$ cat src/rtl/dual_timer_pkg.sv
// Constants for the dual 8-bit timer with cascade and PWM
package dual_timer_pkg;
  // Register byte addresses (word aligned on the bus)
  localparam logic [9:0] ADDR_TIMER_A_CONTROL = 10'h000;
  localparam logic [9:0] ADDR_TIMER_B_CONTROL = 10'h004;
  localparam logic [9:0] ADDR_TIMER_A_DATA = 10'h008;
  localparam logic [9:0] ADDR_TIMER_B_DATA = 10'h00C;
  localparam logic [9:0] ADDR_TIMER_A_COUNTER = 10'h010;
  localparam logic [9:0] ADDR_TIMER_B_COUNTER = 10'h014;
  localparam logic [9:0] ADDR_DUTY_X = 10'h018;
  localparam logic [9:0] ADDR_DUTY_Y = 10'h01C;
  localparam logic [9:0] ADDR_DUTY_Z = 10'h020;
  // Numbered registers are word indices; byte address is four times it
  localparam logic [7:0] PWM_CTRL_INDEX = 8'hCE;
  localparam logic [7:0] PWM_HIGH_BITS_INDEX = 8'hCF;
  localparam logic [9:0] ADDR_PWM_CTRL = {PWM_CTRL_INDEX, 2'h0};
  localparam logic [9:0] ADDR_PWM_HIGH_BITS = {PWM_HIGH_BITS_INDEX, 2'h0};
  localparam logic [9:0] ADDR_MISC_CTRL = 10'h024;
  localparam logic [9:0] ADDR_EVENT_STATUS = 10'h028;
  // Control field positions
  localparam int CTRL_MODE_BIT = 5;
  localparam int CTRL_CLEAR_BIT = 4;
  localparam int CTRL_CS_MSB = 3;
  localparam int PWM_SELECT_BIT = 4;
  localparam int POL_X_BIT = 5;
  localparam int POL_Y_BIT = 6;
  localparam int POL_Z_BIT = 7;
  localparam int MISC_CASCADE_BIT = 0;
  localparam int MISC_FALLING_BIT = 1;
  // Clock select codes
  localparam logic [3:0] CS_STOP = 4'h0;
  localparam logic [3:0] CS_EXT_RISE = 4'h5;
  localparam logic [3:0] CS_EXT_FALL = 4'h6;
  localparam logic [3:0] CS_SUB = 4'h7;
  localparam logic [7:0] RESET_BYTE = 8'h00;
  localparam logic [7:0] RESET_PERIOD = 8'hFF;
  localparam logic [1:0] HTRANS_NONSEQ = 2'h2;
  localparam logic [10:0] DIV_WIDTH = 11'h7FF;
endpackage

$ cat src/rtl/dual_timer_cascade_pwm.sv
// Dual 8-bit timer, 16-bit cascade, three-channel 10-bit PWM, AHB-Lite slave
//
// Register access over AHB-Lite was chosen for this implementation.
`timescale 1ns/1ps
`default_nettype none
module dual_timer_cascade_pwm
  import dual_timer_pkg::*;
(
  input wire logic clock,
  input wire logic arst_n,
  input wire logic hsel,
  input wire logic [31:0] haddr,
  input wire logic [1:0] htrans,
  input wire logic hwrite,
  input wire logic [2:0] hsize,
  input wire logic [31:0] hwdata,
  input wire logic hready,
  output logic [31:0] hrdata,
  output logic hreadyout,
  output logic hresp,
  input wire logic capture_in_a,
  input wire logic capture_in_b,
  input wire logic ext_count_in_a,
  input wire logic sub_clock_in,
  output logic toggle_out_a,
  output logic toggle_out_b,
  output logic pwm_out_x,
  output logic pwm_out_y,
  output logic pwm_out_z,
  output logic match_a,
  output logic match_b,
  output logic overflow_a,
  output logic overflow_b
);

  typedef struct packed {
    logic [2:0] s_cap_a;
    logic [2:0] s_cap_b;
    logic [2:0] s_ext;
    logic [2:0] s_sub;
    logic [10:0] div;
    logic [7:0] timer_a_control;
    logic [7:0] timer_b_control;
    logic [7:0] timer_a_data;
    logic [7:0] timer_b_data;
    logic [7:0] buf_a;
    logic [7:0] buf_b;
    logic [7:0] timer_a_counter;
    logic [7:0] timer_b_counter;
    logic [7:0] pwm_ctrl;
    logic [7:0] pwm_high_bits;
    logic [7:0] duty_low_ch_x;
    logic [7:0] duty_low_ch_y;
    logic [7:0] duty_low_ch_z;
    logic [1:0] misc;
    logic [9:0] pwm_count;
    logic [9:0] act_period;
    logic [29:0] act_duty;
    logic [3:0] sticky;
    logic toggle_out_a;
    logic toggle_out_b;
    logic [2:0] pwm_out;
    logic match_a;
    logic match_b;
    logic overflow_a;
    logic overflow_b;
    logic dp_write;
    logic [9:0] dp_addr;
    logic [31:0] hrdata;
  } state_type;

  state_type st;
  state_type next_st;

  // Tick select for timer A (divide by 1..1024)
  function automatic logic tick_a(input logic [3:0] cs,
      input logic [10:0] d, input logic ext_r, input logic ext_f,
      input logic sub_r);
    logic t;
    t = 1'b0;
    case (cs)
      CS_EXT_RISE: t = ext_r;
      CS_EXT_FALL: t = ext_f;
      CS_SUB: t = sub_r;
      4'h8: t = 1'b1;
      4'h9: t = (d[0] == 1'b1);
      4'hA: t = (d[1:0] == 2'h3);
      4'hB: t = (d[2:0] == 3'h7);
      4'hC: t = (d[3:0] == 4'hF);
      4'hD: t = (d[5:0] == 6'h3F);
      4'hE: t = (d[7:0] == 8'hFF);
      4'hF: t = (d[9:0] == 10'h3FF);
      default: t = 1'b0;
    endcase
    return t;
  endfunction

  // Tick select for timer B (divide by 2..2048)
  function automatic logic tick_b(input logic [3:0] cs,
      input logic [10:0] d, input logic sub_r);
    logic t;
    t = 1'b0;
    case (cs)
      CS_SUB: t = sub_r;
      4'h8: t = (d[0] == 1'b1);
      4'h9: t = (d[1:0] == 2'h3);
      4'hA: t = (d[2:0] == 3'h7);
      4'hB: t = (d[3:0] == 4'hF);
      4'hC: t = (d[4:0] == 5'h1F);
      4'hD: t = (d[6:0] == 7'h7F);
      4'hE: t = (d[8:0] == 9'h1FF);
      4'hF: t = (d[10:0] == DIV_WIDTH);
      default: t = 1'b0;
    endcase
    return t;
  endfunction

  // Steady or compared PWM level for one channel
  function automatic logic pwm_level(input logic [9:0] cnt,
      input logic [9:0] duty, input logic [9:0] per, input logic pol);
    logic l;
    if (duty == per) begin
      l = pol;
    end else if (duty == 10'h000) begin
      l = ~pol;
    end else begin
      l = (cnt <= duty) ? pol : ~pol;
    end
    return l;
  endfunction

  logic cap_a_ev, cap_b_ev, ext_r, ext_f, sub_r;
  logic ta, tb, mode_a, mode_b, cascade, pwm_on;
  logic [15:0] pair, pair_next;
  logic [7:0] a_next, b_next;
  logic [9:0] per_new;
  logic [29:0] duty_new;

  always_comb begin
    next_st = st;
    // Only the second and third stages are compared
    ext_r = st.s_ext[1] & ~st.s_ext[2];
    ext_f = ~st.s_ext[1] & st.s_ext[2];
    sub_r = st.s_sub[1] & ~st.s_sub[2];
    cascade = st.misc[MISC_CASCADE_BIT];
    cap_a_ev = (cascade && st.misc[MISC_FALLING_BIT]) ?
      (~st.s_cap_a[1] & st.s_cap_a[2]) :
      (st.s_cap_a[1] & ~st.s_cap_a[2]);
    cap_b_ev = st.s_cap_b[1] & ~st.s_cap_b[2];
    mode_a = st.timer_a_control[CTRL_MODE_BIT];
    mode_b = st.timer_b_control[CTRL_MODE_BIT];
    pwm_on = st.pwm_ctrl[PWM_SELECT_BIT];
    ta = tick_a(st.timer_a_control[CTRL_CS_MSB:0], st.div, ext_r, ext_f,
      sub_r);
    tb = tick_b(st.timer_b_control[CTRL_CS_MSB:0], st.div, sub_r);
    pair = {st.timer_b_counter, st.timer_a_counter};
    pair_next = pair + 16'h0001;
    a_next = st.timer_a_counter + 8'h01;
    b_next = st.timer_b_counter + 8'h01;
    per_new = {st.pwm_high_bits[1:0], st.timer_a_data};
    duty_new = {st.pwm_high_bits[7:6], st.duty_low_ch_z,
      st.pwm_high_bits[5:4], st.duty_low_ch_y,
      st.pwm_high_bits[3:2], st.duty_low_ch_x};
    next_st.s_cap_a = {st.s_cap_a[1:0], capture_in_a};
    next_st.s_cap_b = {st.s_cap_b[1:0], capture_in_b};
    next_st.s_ext = {st.s_ext[1:0], ext_count_in_a};
    next_st.s_sub = {st.s_sub[1:0], sub_clock_in};
    next_st.div = st.div + 11'h001;
    next_st.match_a = 1'b0;
    next_st.match_b = 1'b0;
    next_st.overflow_a = 1'b0;
    next_st.overflow_b = 1'b0;
    next_st.timer_a_control[CTRL_CLEAR_BIT] = 1'b0;
    next_st.timer_b_control[CTRL_CLEAR_BIT] = 1'b0;

    if (pwm_on) begin
      // Period end reloads period and duties together
      if (ta) begin
        if (st.pwm_count >= st.act_period) begin
          next_st.pwm_count = 10'h000;
          next_st.act_period = per_new;
          next_st.act_duty = duty_new;
        end else begin
          next_st.pwm_count = st.pwm_count + 10'h001;
        end
      end
      next_st.pwm_out[0] = pwm_level(st.pwm_count, st.act_duty[9:0],
        st.act_period, st.pwm_ctrl[POL_X_BIT]);
      next_st.pwm_out[1] = pwm_level(st.pwm_count, st.act_duty[19:10],
        st.act_period, st.pwm_ctrl[POL_Y_BIT]);
      next_st.pwm_out[2] = pwm_level(st.pwm_count, st.act_duty[29:20],
        st.act_period, st.pwm_ctrl[POL_Z_BIT]);
    end else begin
      next_st.pwm_count = 10'h000;
      next_st.act_period = per_new;
      next_st.act_duty = duty_new;
      if (cascade) begin
        if (mode_a && cap_a_ev) begin
          next_st.timer_a_data = st.timer_a_counter;
          next_st.timer_b_data = st.timer_b_counter;
          next_st.timer_a_counter = RESET_BYTE;
          next_st.timer_b_counter = RESET_BYTE;
        end else if (ta) begin
          if (!mode_a && pair == {st.buf_b, st.buf_a}) begin
            next_st.toggle_out_a = ~st.toggle_out_a;
            next_st.match_a = 1'b1;
            next_st.timer_a_counter = RESET_BYTE;
            next_st.timer_b_counter = RESET_BYTE;
          end else begin
            next_st.timer_a_counter = pair_next[7:0];
            next_st.timer_b_counter = pair_next[15:8];
            if (mode_a && pair == 16'hFFFF) begin
              next_st.overflow_a = 1'b1;
            end
          end
        end
      end else begin
        if (mode_a && cap_a_ev) begin
          next_st.timer_a_data = st.timer_a_counter;
          next_st.timer_a_counter = RESET_BYTE;
        end else if (ta) begin
          if (!mode_a && st.timer_a_counter == st.buf_a) begin
            next_st.toggle_out_a = ~st.toggle_out_a;
            next_st.match_a = 1'b1;
            next_st.timer_a_counter = RESET_BYTE;
          end else begin
            next_st.timer_a_counter = a_next;
            next_st.overflow_a = mode_a && (a_next == RESET_BYTE);
          end
        end
      end
    end

    if (!cascade) begin
      if (mode_b && cap_b_ev) begin
        next_st.timer_b_data = st.timer_b_counter;
        next_st.timer_b_counter = RESET_BYTE;
      end else if (tb) begin
        if (!mode_b && st.timer_b_counter == st.buf_b) begin
          next_st.toggle_out_b = ~st.toggle_out_b;
          next_st.match_b = 1'b1;
          next_st.timer_b_counter = RESET_BYTE;
        end else begin
          next_st.timer_b_counter = b_next;
          next_st.overflow_b = mode_b && (b_next == RESET_BYTE);
        end
      end
    end

    // Sticky event view; a new event wins over a clear
    next_st.sticky = st.sticky;
    if (st.dp_write && st.dp_addr == ADDR_EVENT_STATUS) begin
      next_st.sticky = st.sticky & ~hwdata[3:0];
    end
    next_st.sticky = next_st.sticky | {next_st.overflow_b,
      next_st.overflow_a, next_st.match_b, next_st.match_a};

    // AHB-Lite data phase: zero wait, always OKAY
    if (st.dp_write) begin
      case (st.dp_addr)
        ADDR_TIMER_A_CONTROL: begin
          next_st.timer_a_control = hwdata[7:0];
          if (hwdata[CTRL_CLEAR_BIT]) begin
            next_st.timer_a_counter = RESET_BYTE;
            next_st.buf_a = st.timer_a_data;
            if (cascade) begin
              next_st.timer_b_counter = RESET_BYTE;
              next_st.buf_b = st.timer_b_data;
            end
          end
        end
        ADDR_TIMER_B_CONTROL: begin
          next_st.timer_b_control = hwdata[7:0];
          if (hwdata[CTRL_CLEAR_BIT]) begin
            next_st.timer_b_counter = RESET_BYTE;
            next_st.buf_b = st.timer_b_data;
          end
        end
        ADDR_TIMER_A_DATA: next_st.timer_a_data = hwdata[7:0];
        ADDR_TIMER_B_DATA: next_st.timer_b_data = hwdata[7:0];
        ADDR_DUTY_X: next_st.duty_low_ch_x = hwdata[7:0];
        ADDR_DUTY_Y: next_st.duty_low_ch_y = hwdata[7:0];
        ADDR_DUTY_Z: next_st.duty_low_ch_z = hwdata[7:0];
        ADDR_PWM_CTRL: next_st.pwm_ctrl = {hwdata[7:4], 4'h0};
        ADDR_PWM_HIGH_BITS: next_st.pwm_high_bits = hwdata[7:0];
        ADDR_MISC_CTRL: next_st.misc = hwdata[1:0];
        default: next_st.misc = st.misc;
      endcase
    end

    next_st.dp_write = 1'b0;
    next_st.hrdata = 32'h0000_0000;
    if (hsel && hready && htrans == HTRANS_NONSEQ) begin
      next_st.dp_write = hwrite;
      next_st.dp_addr = haddr[9:0];
      if (!hwrite) begin
        case (haddr[9:0])
          ADDR_TIMER_A_CONTROL: next_st.hrdata[7:0] = st.timer_a_control;
          ADDR_TIMER_B_CONTROL: next_st.hrdata[7:0] = st.timer_b_control;
          ADDR_TIMER_A_DATA: next_st.hrdata[7:0] = st.timer_a_data;
          ADDR_TIMER_B_DATA: next_st.hrdata[7:0] = st.timer_b_data;
          ADDR_TIMER_A_COUNTER: next_st.hrdata[7:0] = st.timer_a_counter;
          ADDR_TIMER_B_COUNTER: next_st.hrdata[7:0] = st.timer_b_counter;
          ADDR_DUTY_X: next_st.hrdata[7:0] = st.duty_low_ch_x;
          ADDR_DUTY_Y: next_st.hrdata[7:0] = st.duty_low_ch_y;
          ADDR_DUTY_Z: next_st.hrdata[7:0] = st.duty_low_ch_z;
          ADDR_PWM_CTRL: next_st.hrdata[7:0] = st.pwm_ctrl;
          ADDR_PWM_HIGH_BITS: next_st.hrdata[7:0] = st.pwm_high_bits;
          ADDR_MISC_CTRL: next_st.hrdata[1:0] = st.misc;
          ADDR_EVENT_STATUS: next_st.hrdata[3:0] = st.sticky;
          default: next_st.hrdata = 32'h0000_0000;
        endcase
      end
    end
  end

  always_ff @(posedge clock or negedge arst_n) begin
    if (!arst_n) begin
      st <= '0;
      st.timer_a_data <= RESET_PERIOD;
      st.timer_b_data <= RESET_PERIOD;
      st.buf_a <= RESET_PERIOD;
      st.buf_b <= RESET_PERIOD;
    end else begin
      st <= next_st;
    end
  end

  assign hrdata = st.hrdata;
  assign hreadyout = 1'b1;
  assign hresp = 1'b0;
  assign toggle_out_a = st.toggle_out_a;
  assign toggle_out_b = st.toggle_out_b;
  assign pwm_out_x = st.pwm_out[0];
  assign pwm_out_y = st.pwm_out[1];
  assign pwm_out_z = st.pwm_out[2];
  assign match_a = st.match_a;
  assign match_b = st.match_b;
  assign overflow_a = st.overflow_a;
  assign overflow_b = st.overflow_b;

  chk_match_a_toggle: assert property (@(posedge clock) disable iff (!arst_n)
    st.match_a |-> st.toggle_out_a != $past(st.toggle_out_a))
    else $error("match A without toggle");
  chk_match_a_clear: assert property (@(posedge clock) disable iff (!arst_n)
    st.match_a |-> st.timer_a_counter == 8'h00)
    else $error("match A did not clear counter");
  chk_match_b_toggle: assert property (@(posedge clock) disable iff (!arst_n)
    st.match_b |-> st.toggle_out_b != $past(st.toggle_out_b))
    else $error("match B without toggle");
  chk_ovf_a_wrap: assert property (@(posedge clock) disable iff (!arst_n)
    st.overflow_a |-> st.timer_a_counter == 8'h00)
    else $error("overflow A without wrap");
  chk_ovf_b_wrap: assert property (@(posedge clock) disable iff (!arst_n)
    st.overflow_b |-> st.timer_b_counter == 8'h00 &&
    !$past(st.misc[MISC_CASCADE_BIT]))
    else $error("overflow B without wrap");
  chk_clear_self: assert property (@(posedge clock) disable iff (!arst_n)
    st.timer_a_control[4] |=> !st.timer_a_control[4])
    else $error("clear bit stuck");
  chk_pwm_idle: assert property (@(posedge clock) disable iff (!arst_n)
    !st.pwm_ctrl[4] |=> st.pwm_count == 10'h000)
    else $error("PWM counter runs while off");
  chk_stop_hold: assert property (@(posedge clock) disable iff (!arst_n)
    st.timer_b_control[3:0] == 4'h0 && !st.dp_write && !st.misc[0] &&
    !st.timer_b_control[5] |=> $stable(st.timer_b_counter))
    else $error("stopped counter moved");

endmodule
`default_nettype wire

$ cat config.mk
export PLATFORM = sky130hd
export DESIGN_NAME = dual_timer_cascade_pwm
export DESIGN_NICKNAME = d
export VERILOG_FILES = /design/src/rtl/dual_timer_pkg.sv /design/src/rtl/dual_timer_cascade_pwm.sv
export SDC_FILE = /design/constraint.sdc
export NUM_CORES = 1
export LEC_CHECK = 0
export BUFFER_PORTS_ARGS = -buffer_cell sky130_fd_sc_hd__buf_2
export CAP_MARGIN = 30
export CORE_MARGIN = 3
export CORE_UTILIZATION = 25
export CTS_BUF_LIST = sky130_fd_sc_hd__clkbuf_4 sky130_fd_sc_hd__clkbuf_8
export DETAILED_ROUTE_END_ITERATION = 12
export PLACE_DENSITY = 0.39
export SETUP_SLACK_MARGIN = 0.15
export SYNTH_ARGS = -nofsm -noshare
export SYNTH_HDL_FRONTEND = slang
export SYNTH_SLANG_ARGS = --single-unit
$ cat constraint.sdc
create_clock -name clock -period 2.75 [get_ports clock]
set_input_delay 0.4125 -clock clock [delete_from_list [all_inputs] [get_ports clock]]
set_output_delay 0.4125 -clock clock [all_outputs]
set_load 0.03 [all_outputs]
==> results of run 1 <==
## routing by layer
layer	up-vias	part of all wire, %
met2	204	46
met5	-	0
met1	4577	48
met4	0	2.4
met3	52	3.5
li1	4285	-
## cells by family (layout without fill, tap and decap cells)
logic type | after synthesis | in the layout | share of synthesized area (%)
adder cells (fa/ha/maj) | 48 | 48 | 5.19
flip-flops | 207 | 207 | 45.1
other | 2 | 27 | 0.0649
AND/OR/NAND/NOR | 300 | 300 | 13.6
XOR/XNOR | 62 | 62 | 4.69
multiplexers | 129 | 129 | 12.3
buffers and inverters | 137 | 307 | 5.84
AO/OA/AOI/OAI | 216 | 216 | 13.2
## worst paths after layout
check / from / end / slack [ns]
worst max-delay path: st[212] / pair[13] / 0.19
worst min-delay path: hwrite / st[42] / 0.09
max in group asynchronous: arst_n / st[187] / 1.55
worst min register to register: next_st[230] / next_st[231] / 0.34
worst max register to register: st[212] / pair[13] / 0.19
min in group asynchronous: arst_n / st[99] / 0.33
## critical path, delay by kind of cell, from the launching register on
family	cells	cell delay, ns
AOI/OAI and AO/OA	5	1.03
adders and majority gates	1	0.19
buffers and inverters	2	0.35
DFF	1	0.35
and+or+nand+nor	2	0.50
## registers in the layout (all words and copies together), names as in the netlist, 8 cells and up
signal,cells
st,122
hrdata,8
per_new,10
pair,16
next_st,8
duty_new,30
## power breakdown
part           internal, mW  switching [mW]  leakage (nW)  total, mW
combinational          1.35            1.60          3.56       2.95
sequential             3.44           0.466          2.52       3.90
clock                  2.07            1.40         0.488       3.48
## what timing repair did
item | CTS | global route
endpoints found under the setup margin | 42 | 41
gates resized for setup | 8 | 18
pin swaps | 1 | 10
gates cloned | 1 | 0
hold buffers | 5 | 0
endpoints found under the hold margin | 56 | 0
buffers inserted | 0 | 6
## metrics by stage
stage	instances	util, %	worst slack (ns)	total power, mW	area (um2)
3_5_place_dp	1807	28.8	0.0121	6.84	13100
5_1_grt	1895	31.3	0.103	11.0	14300
2_1_floorplan	1125	-	0.341	5.67	11700
3_3_place_gp	1807	28.8	0.00867	6.79	13100
6_report	1896	31.3	0.194	10.3	14300
4_1_cts	1889	31.0	0.138	10.5	14100
## cell type report
type,count,area (um2),share of cell area (%)
repair buffers,169,1280,8.99
flip-flops and latches,207,5220,36.6
inverters,62,233,1.63
clock buffers,69,825,5.78
multi-input cells,781,5860,41.1
well taps,600,751,5.26
diodes,1,2.50,0.0175
clock inverters,7,87.6,0.614
## cells in the final DEF, fill, tap and decap left out, types with 14 or more instances in the layout
master / instances
a21o_1: 14
inv_1: 61
xnor2_1: 26
nand4_1: 25
nand2_1: 77
mux2i_1: 21
buf_2: 44
mux2_2: 105
conb_1: 26
dfrtp_1: 175
xor2_1: 36
o21ai_0: 34
a31oi_1: 15
nand3_1: 25
a22oi_1: 19
buf_4: 110
clkbuf_4: 20
ha_1: 47
a221oi_1: 15
nor2_1: 64
nor4_1: 17
dfstp_2: 32
a21oi_1: 44
clkbuf_8: 49
==> results.yml, run 1 <==
synthesis:
  ys_top_cells_by_count: "175 x dfrtp_1, 105 x mux2_2, 79 x nand2_1, 65 x nor2_1, 61 x inv_1"
  avgSynthCellArea_um2: 10.5
  ys_warn_count: 0
  synth_top_area_share_pct: 37.8
  ys.flop_type: "dfrtp_1"
  yosys_register_bits: 207
  async_reset_ff_share_pct: 100
  synth_edf_count: 0
  ys_types: 77
  synth.most_common_cell: "dfrtp_1"
  syn_inst: 1101
  synth_area_leaders: "dfrtp_1 38%, mux2_2 10%, dfstp_2 7.3%, ha_1 5.2%, xor2_1 2.7%"
  synth-seq-area-share_pct: 45.1
  yosysTopAreaCell: "dfrtp_1"
  syn_area_mm2: 0.0116
clock_network:
  htree_levels: 2
  cts_tree: "built"
  insertion_delay_ns: 0.59
  cts.clk_slew.worst_paths_ns: 0.05
  clock_path_buffers: 3
  cts_made_buffers: 43
  root_buffer: "clkbuf_8"
  cts_sinks: 207
worst_setup_path:
  path_max_fanout: 7
  cpMaxStageDelayCell: "or3_4"
  path_class: "flop to flop"
  critPathRequiredTime_ns: 3.21
  rr_worst_depth: 10
  arrival_ns: 3.01
  cp-start-kind: "flop"
  max_stage_delay_ns: 0.38
  path_cells: "ha_2 -> nand3_2 -> buf_4 -> o311ai_2 -> o22ai_4 -> buf_12 -> or3_4 -> o21a_1 -> o21ai_1 -> a211oi_2"
  cp-end-kind: "flop"
placed_design:
  port_buffers: 45
  globalplace.congestion: 0.813
  dpl.hpwl_mm: 29.2
final_layout:
  drive_above_1_share_pct: 31.6
  n_fill_cell: 4745
  fin_nets: 1390
  syn_to_final_growth_pct: 23.2
pwr:
  p_per_area_mw_per_mm2: 724
  total_leakage_power_nw: 6.57
  ir_worst_vdd_mv: 0.300
timing:
  worstMarginPinSlew_ns: 0.748
  rsz0062_at_grt: "yes"
  setup_tns_ns: 0
  skew_ns: 0.0200
  clock.fmax_ghz: 0.391
  finalHoldViolations: 0
  fin_crit_sh_pct: 92.9
  slew_headroom_pct: 50.1
  fin_crit_ns: 2.56
  report.final.slew_viol_count: 0
  hold-worst-slack_ns: 0.0948
  setup_violations: 0
global_routing:
  antenna_found_initial: 0
  grt_pass1_vias: 9173
  grt_max_degree: 69
  grt_overflow_total: 0
  grt_pass1_wl_mm: 59.5
  grt_usage_pct: 16.0
  grt_busiest_layer: "met2"
  grt_use_met3_pct: 2.14
  use_met2_pct: 25.4
  grtUsageMet1_pct: 22.7
routing:
  post_drt_wl_per_cell_um: 20.9
  viasPerCell: 4.81
  dr.pass1.iters: 5
  drc: 0
  antenna_left: 0
  vias: 9118
  routed_wl_mm: 39.7
  drtIter0Drc: 528
die:
  die_area_mm2: 0.0489
  die_width_um: 221
  rows: 78
  die_h_um: 221
  core_mm2: 0.0456
  start_util_pct: 25.4
  ios: 121
worst_hold_path:
  min_path_cells: 3
  min_path_type: "input port to flop"
outcome:
  status: "finished, final reports clean"
job:
  drv_cap: 0
(Power assumes the default switching activity.)
==> run 2: changes to the inputs <==
Settings changed: BUFFER_PORTS_ARGS -buffer_cell sky130_fd_sc_hd__buf_2 to not set, DONT_BUFFER_PORTS set to 1, PLACE_DENSITY 0.39 to 0.37.
==> run 2 against run 1 <==
Effect of this change:
- the flow now finishes with violations (hold timing)
- sequential cell count unchanged
- sequential power about the same
- power about the same
- clock power increased by 3%
- combinational power decreased by 3%
- clock skew increased by 0.021 ns
- global-route usage increased by 0.31 points
- die area unchanged
- final cell count decreased by 1.7%
- via count decreased by 1.7%
- setup slack improved by 0.075 ns
- critical path type unchanged
==> results.yml, run 2 (synthesized netlist as in run 1, its figures left out) <==
outcome:
  status: "complete, but fails checks"
  violations: "hold timing"
final_layout:
  mostFrequentLayoutCell: "dfrtp_1"
  drive_above_1_share_pct: 28.4
  multiInputGateArea_mm2: 0.00587
  largest_register: "st"
  syn_to_final_growth_pct: 22.5
  seq_area_mm2: 0.00522
  fin_nets: 1354
  layout_common_cells: "173 x dfrtp_1, 105 x mux2_2, 102 x buf_4"
  n_fill_cell: 4711
  largest_reg_flops: 122
routing:
  drtIter0Drc: 560
  viasPerCell: 4.81
  drc: 0
  routed_wl_mm: 40.6
  antenna_left: 0
  post_drt_wl_per_cell_um: 21.8
  dr.pass1.iters: 8
  vias: 8960
global_routing:
  grt_pass1_vias: 9065
  grt_max_degree: 208
  grt_pass1_wl_mm: 60.4
  grt_overflow_total: 0
  antenna_found_initial: 0
  grt_usage_pct: 16.3
die:
  die_area_mm2: 0.0489
  die_width_um: 221
  ios: 121
  core_mm2: 0.0456
  die_h_um: 221
  rows: 78
  start_util_pct: 25.4
pwr:
  p_per_area_mw_per_mm2: 729
  ir_worst_vdd_mv: 0.355
  total_leakage_power_nw: 6.43
clock_network:
  insertion_delay_ns: 0.62
  cts_tree: "built"
  cts_made_buffers: 43
  root_buffer: "clkbuf_8"
  cts_sinks: 207
  clock_path_buffers: 3
  cts.clk_slew.worst_paths_ns: 0.06
  cts_hold_buf: 23
  htree_levels: 2
placed_design:
  place_ws_ns: 0.0199
  globalplace.congestion: 0.835
  dpl.hpwl_mm: 29.0
  port_buffers: 0
timing:
  fin_crit_ns: 2.48
  fin_crit_sh_pct: 90.2
  setup_tns_ns: 0
  fin_ws_ns: 0.269
  clock.fmax_ghz: 0.403
  worstMarginPinSlew_ns: 0.751
  skew_ns: 0.0410
  setup_violations: 0
  report.final.slew_viol_count: 0
  rsz0062_at_grt: "yes"
  slew_headroom_pct: 49.9
  finalHoldViolations: 207
  hold-worst-slack_ns: -0.485
worst_setup_path:
  cp-end-kind: "flop"
  arrival_ns: 2.96
  path_max_fanout: 6
  critPathRequiredTime_ns: 3.23
  cp-start-kind: "flop"
  path_class: "flop to flop"
worst_hold_path:
  min_path_type: "input port to async pin"
job:
  drv_cap: 0
-- run 2: final timing paths --
kind	from	end	slack (ns)	cells after the start
max	st[96]	st[74]	0.27	10
min	arst_n	pwm_out_z	-0.49	0
max reg2reg	st[96]	st[74]	0.27	10
min reg2reg	next_st[230]	next_st[231]	0.35	0
max in group asynchronous	arst_n	st[167]	2.85	0
min in group clock	hwdata[2]	st[54]	0.15	2
-- run 2: what timing repair did --
action                     in CTS  in global routing
setup endpoints to repair      22                 64
gates cloned                    0                  5
gates resized for setup         3                 20
buffers inserted                0                  3
hold endpoints to repair      293                207
pin swaps                       0                  8
-- run 2: power breakdown --
part	switching, mW	leakage (nW)	internal (mW)	total (mW)
logic	1.50	3.40	1.35	2.85
clock network	1.49	0.507	2.11	3.60
registers	0.455	2.52	3.43	3.89
-- run 2: layout make-up --
class                           instances  share of cell area [%]
Timing Repair Buffer                  133                    8.07
Tap cell                              600                    5.30
Clock inverter                          9                   0.618
Antenna cell                            1                  0.0177
Sequential cell                       207                    36.8
Inverter                               62                    1.64
Clock buffer                           70                    6.13
Multi-Input combinational cell        781                    41.4
-- run 2: through the flow --
| step | util [%] | instances | power (mW) | area (um2) |
|---|---|---|---|---|
| 2_1_floorplan | - | 1125 | 5.67 | 11700 |
| 3_3_place_gp | 28.0 | 1752 | 6.63 | 12800 |
| 3_5_place_dp | 28.0 | 1752 | 6.65 | 12800 |
| 4_1_cts | 30.7 | 1854 | 10.4 | 14000 |
| 5_1_grt | 31.1 | 1862 | 11.0 | 14200 |
| 6_report | 31.1 | 1863 | 10.3 | 14200 |
-- run 2: per-layer routing --
metal,part of all wire (%),track usage [%],up-vias
li1,-,-,4230
met1,46,22.4,4487
met2,47,26.3,184
met3,4.0,2.73,59
met4,2.4,5.05,0
met5,0,0,-
-- run 2: worst max-delay path: stages (launching register included) --
cell and delay (ns):
dfrtp_1 0.37, inv_2 0.05, ha_1 0.26, nand2b_1 0.14, a21o_1 0.19, a21oi_2 0.15
o211ai_1 0.15, a221o_1 0.38, nand2_4 0.17, clkbuf_16 0.18, mux2_2 0.32
==> run 3: changes to the inputs <==
Settings changed: REMOVE_ABC_BUFFERS set to 1.
==> run 3 against run 2 <==
Effect of this change:
- the flow still finishes with violations (hold timing)
- fmax shrank 0.80%
- final area shrank 1.0%
- via count shrank 0.81%
- clock skew shrank 0.0058 ns
- power shrank 0.26%
- critical path type unchanged
- critical endpoint is now st[69]
==> results.yml, run 3 (synthesized netlist as in run 1, its figures left out) <==
worst_setup_path:
  cpMaxStageDelayCell: "dfrtp_1"
  crit_buf_inv: 2
  r2r_start: "st[96]"
  critPathTopFamily: "compound AO/OA/AOI/OAI gates"
  path_max_fanout: 10
  critPathRequiredTime_ns: 3.21
  cp-end-kind: "flop"
  rr_worst_depth: 10
  arrival_ns: 2.96
  cp-start-kind: "flop"
  path_cells: "inv_2 -> ha_1 -> nand2b_1 -> a21o_1 -> a21oi_2 -> o211ai_1 -> a221o_1 -> nand2_4 -> clkbuf_16 -> mux2_2"
  max_stage_delay_ns: 0.38
  worstReg2RegEnd: "st[69]"
  path_class: "flop to flop"
  r2r_slack_ns: 0.25
timing:
  skew_ns: 0.0352
  setup_violations: 0
  clock.fmax_ghz: 0.400
  slew_headroom_pct: 47.9
  rsz0062_at_grt: "yes"
  fin_ws_ns: 0.249
  report.final.slew_viol_count: 0
  finalHoldViolations: 207
  worstMarginPinSlew_ns: 0.779
  fin_crit_sh_pct: 91.0
  fin_crit_ns: 2.50
  hold-worst-slack_ns: -0.465
pwr:
  p_total_mw: 10.3
  total_leakage_power_nw: 6.34
  p_per_area_mw_per_mm2: 735
  ir_worst_vdd_mv: 0.431
placed_design:
  dpl.hpwl_mm: 28.6
  globalplace.congestion: 0.812
  place_ws_ns: 0.0624
  port_buffers: 0
routing:
  viasPerCell: 4.83
  antenna_left: 0
  drc: 0
  vias: 8887
  post_drt_wl_per_cell_um: 21.6
  routed_wl_mm: 39.8
  dr.pass1.iters: 6
  drtIter0Drc: 640
global_routing:
  grt_usage_pct: 16.0
  grt_max_degree: 208
  grt_pass1_vias: 9193
  grt_pass1_wl_mm: 59.8
  antenna_found_initial: 2
  grt_overflow_total: 0
die:
  die_area_mm2: 0.0489
  start_util_pct: 25.4
  die_width_um: 221
  rows: 78
  core_mm2: 0.0456
  die_h_um: 221
  ios: 121
outcome:
  status: "complete, but fails checks"
  violations: "hold timing"
clock_network:
  cts_tree: "built"
  insertion_delay_ns: 0.60
  cts_sinks: 207
  cts.clk_slew.worst_paths_ns: 0.06
  cts_hold_buf: 23
  cts_made_buffers: 40
  htree_levels: 2
  root_buffer: "clkbuf_8"
  clock_path_buffers: 3
final_layout:
  largest_reg_flops: 122
  seq_area_mm2: 0.00522
  syn_to_final_growth_pct: 21.3
  fin_nets: 1337
  multiInputGateArea_mm2: 0.00583
  n_fill_cell: 4717
  drive_above_1_share_pct: 27.0
  layout_common_cells: "174 x dfrtp_1, 105 x mux2_2, 88 x buf_4"
  mostFrequentLayoutCell: "dfrtp_1"
  num_antenna_cells: 0
  largest_register: "st"
worst_hold_path:
  min_path_type: "input port to async pin"
job:
  drv_cap: 0
## run 3: final cells by class
| cell class | instances | area share (%) |
|---|---|---|
| inverters | 62 | 1.66 |
| flip-flops and latches | 207 | 37.2 |
| multi-input cells | 782 | 41.6 |
| well taps | 600 | 5.35 |
| clock inverters | 9 | 0.802 |
| clock buffers | 63 | 6.00 |
| repair buffers | 118 | 7.41 |
## run 3: through the flow
step / instances / util [%] / hold slack [ns] / instance area, um2 / TNS (ns)
detailed placement: 1740 / 27.8 / 0.133 / 12700 / 0
floorplan: 1050 / - / 0.117 / 11200 / -14.58
CTS: 1837 / 30.5 / -0.544 / 13900 / 0
global route: 1841 / 30.8 / -0.507 / 14000 / 0
finish: 1841 / 30.8 / -0.465 / 14000 / 0
global placement: 1740 / 27.8 / 0.127 / 12700 / 0
## run 3: timing repair
item / in CTS / in global routing
buffers inserted: 1 / 0
gates cloned: 1 / 4
resized for setup: 5 / 12
pin swaps: 1 / 3
endpoints found under the hold margin: 293 / 207
endpoints found under the setup margin: 40 / 65
## run 3: worst max path at each step
stage	to	depth (start not counted)	startpoint
floorplan	st[56]	6	st[204]
global route	pair[11]	11	st[212]
global placement	pair[14]	11	st[212]
CTS	st[78]	10	st[96]
detailed placement	pair[14]	11	st[212]
finish	st[69]	10	st[96]
## run 3: report_power, final
group	leakage [nW]	switching, mW	internal [mW]
registers	2.52	0.462	3.43
clock network	0.498	1.48	2.15
logic	3.32	1.47	1.32
total	6.34	3.41	6.90
## run 3: metal layers
| metal | part of all wire, % | GRT usage, % | wire length (um) | vias up |
|---|---|---|---|---|
| li1 | - | - | - | 4176 |
| met1 | 46 | 21.5 | 18500 | 4453 |
| met5 | 0.033 | 0 | 13 | - |
| met4 | 3.0 | 5.71 | 1210 | 2 |
| met3 | 4.1 | 3.05 | 1630 | 71 |
| met2 | 46 | 25.8 | 18400 | 185 |
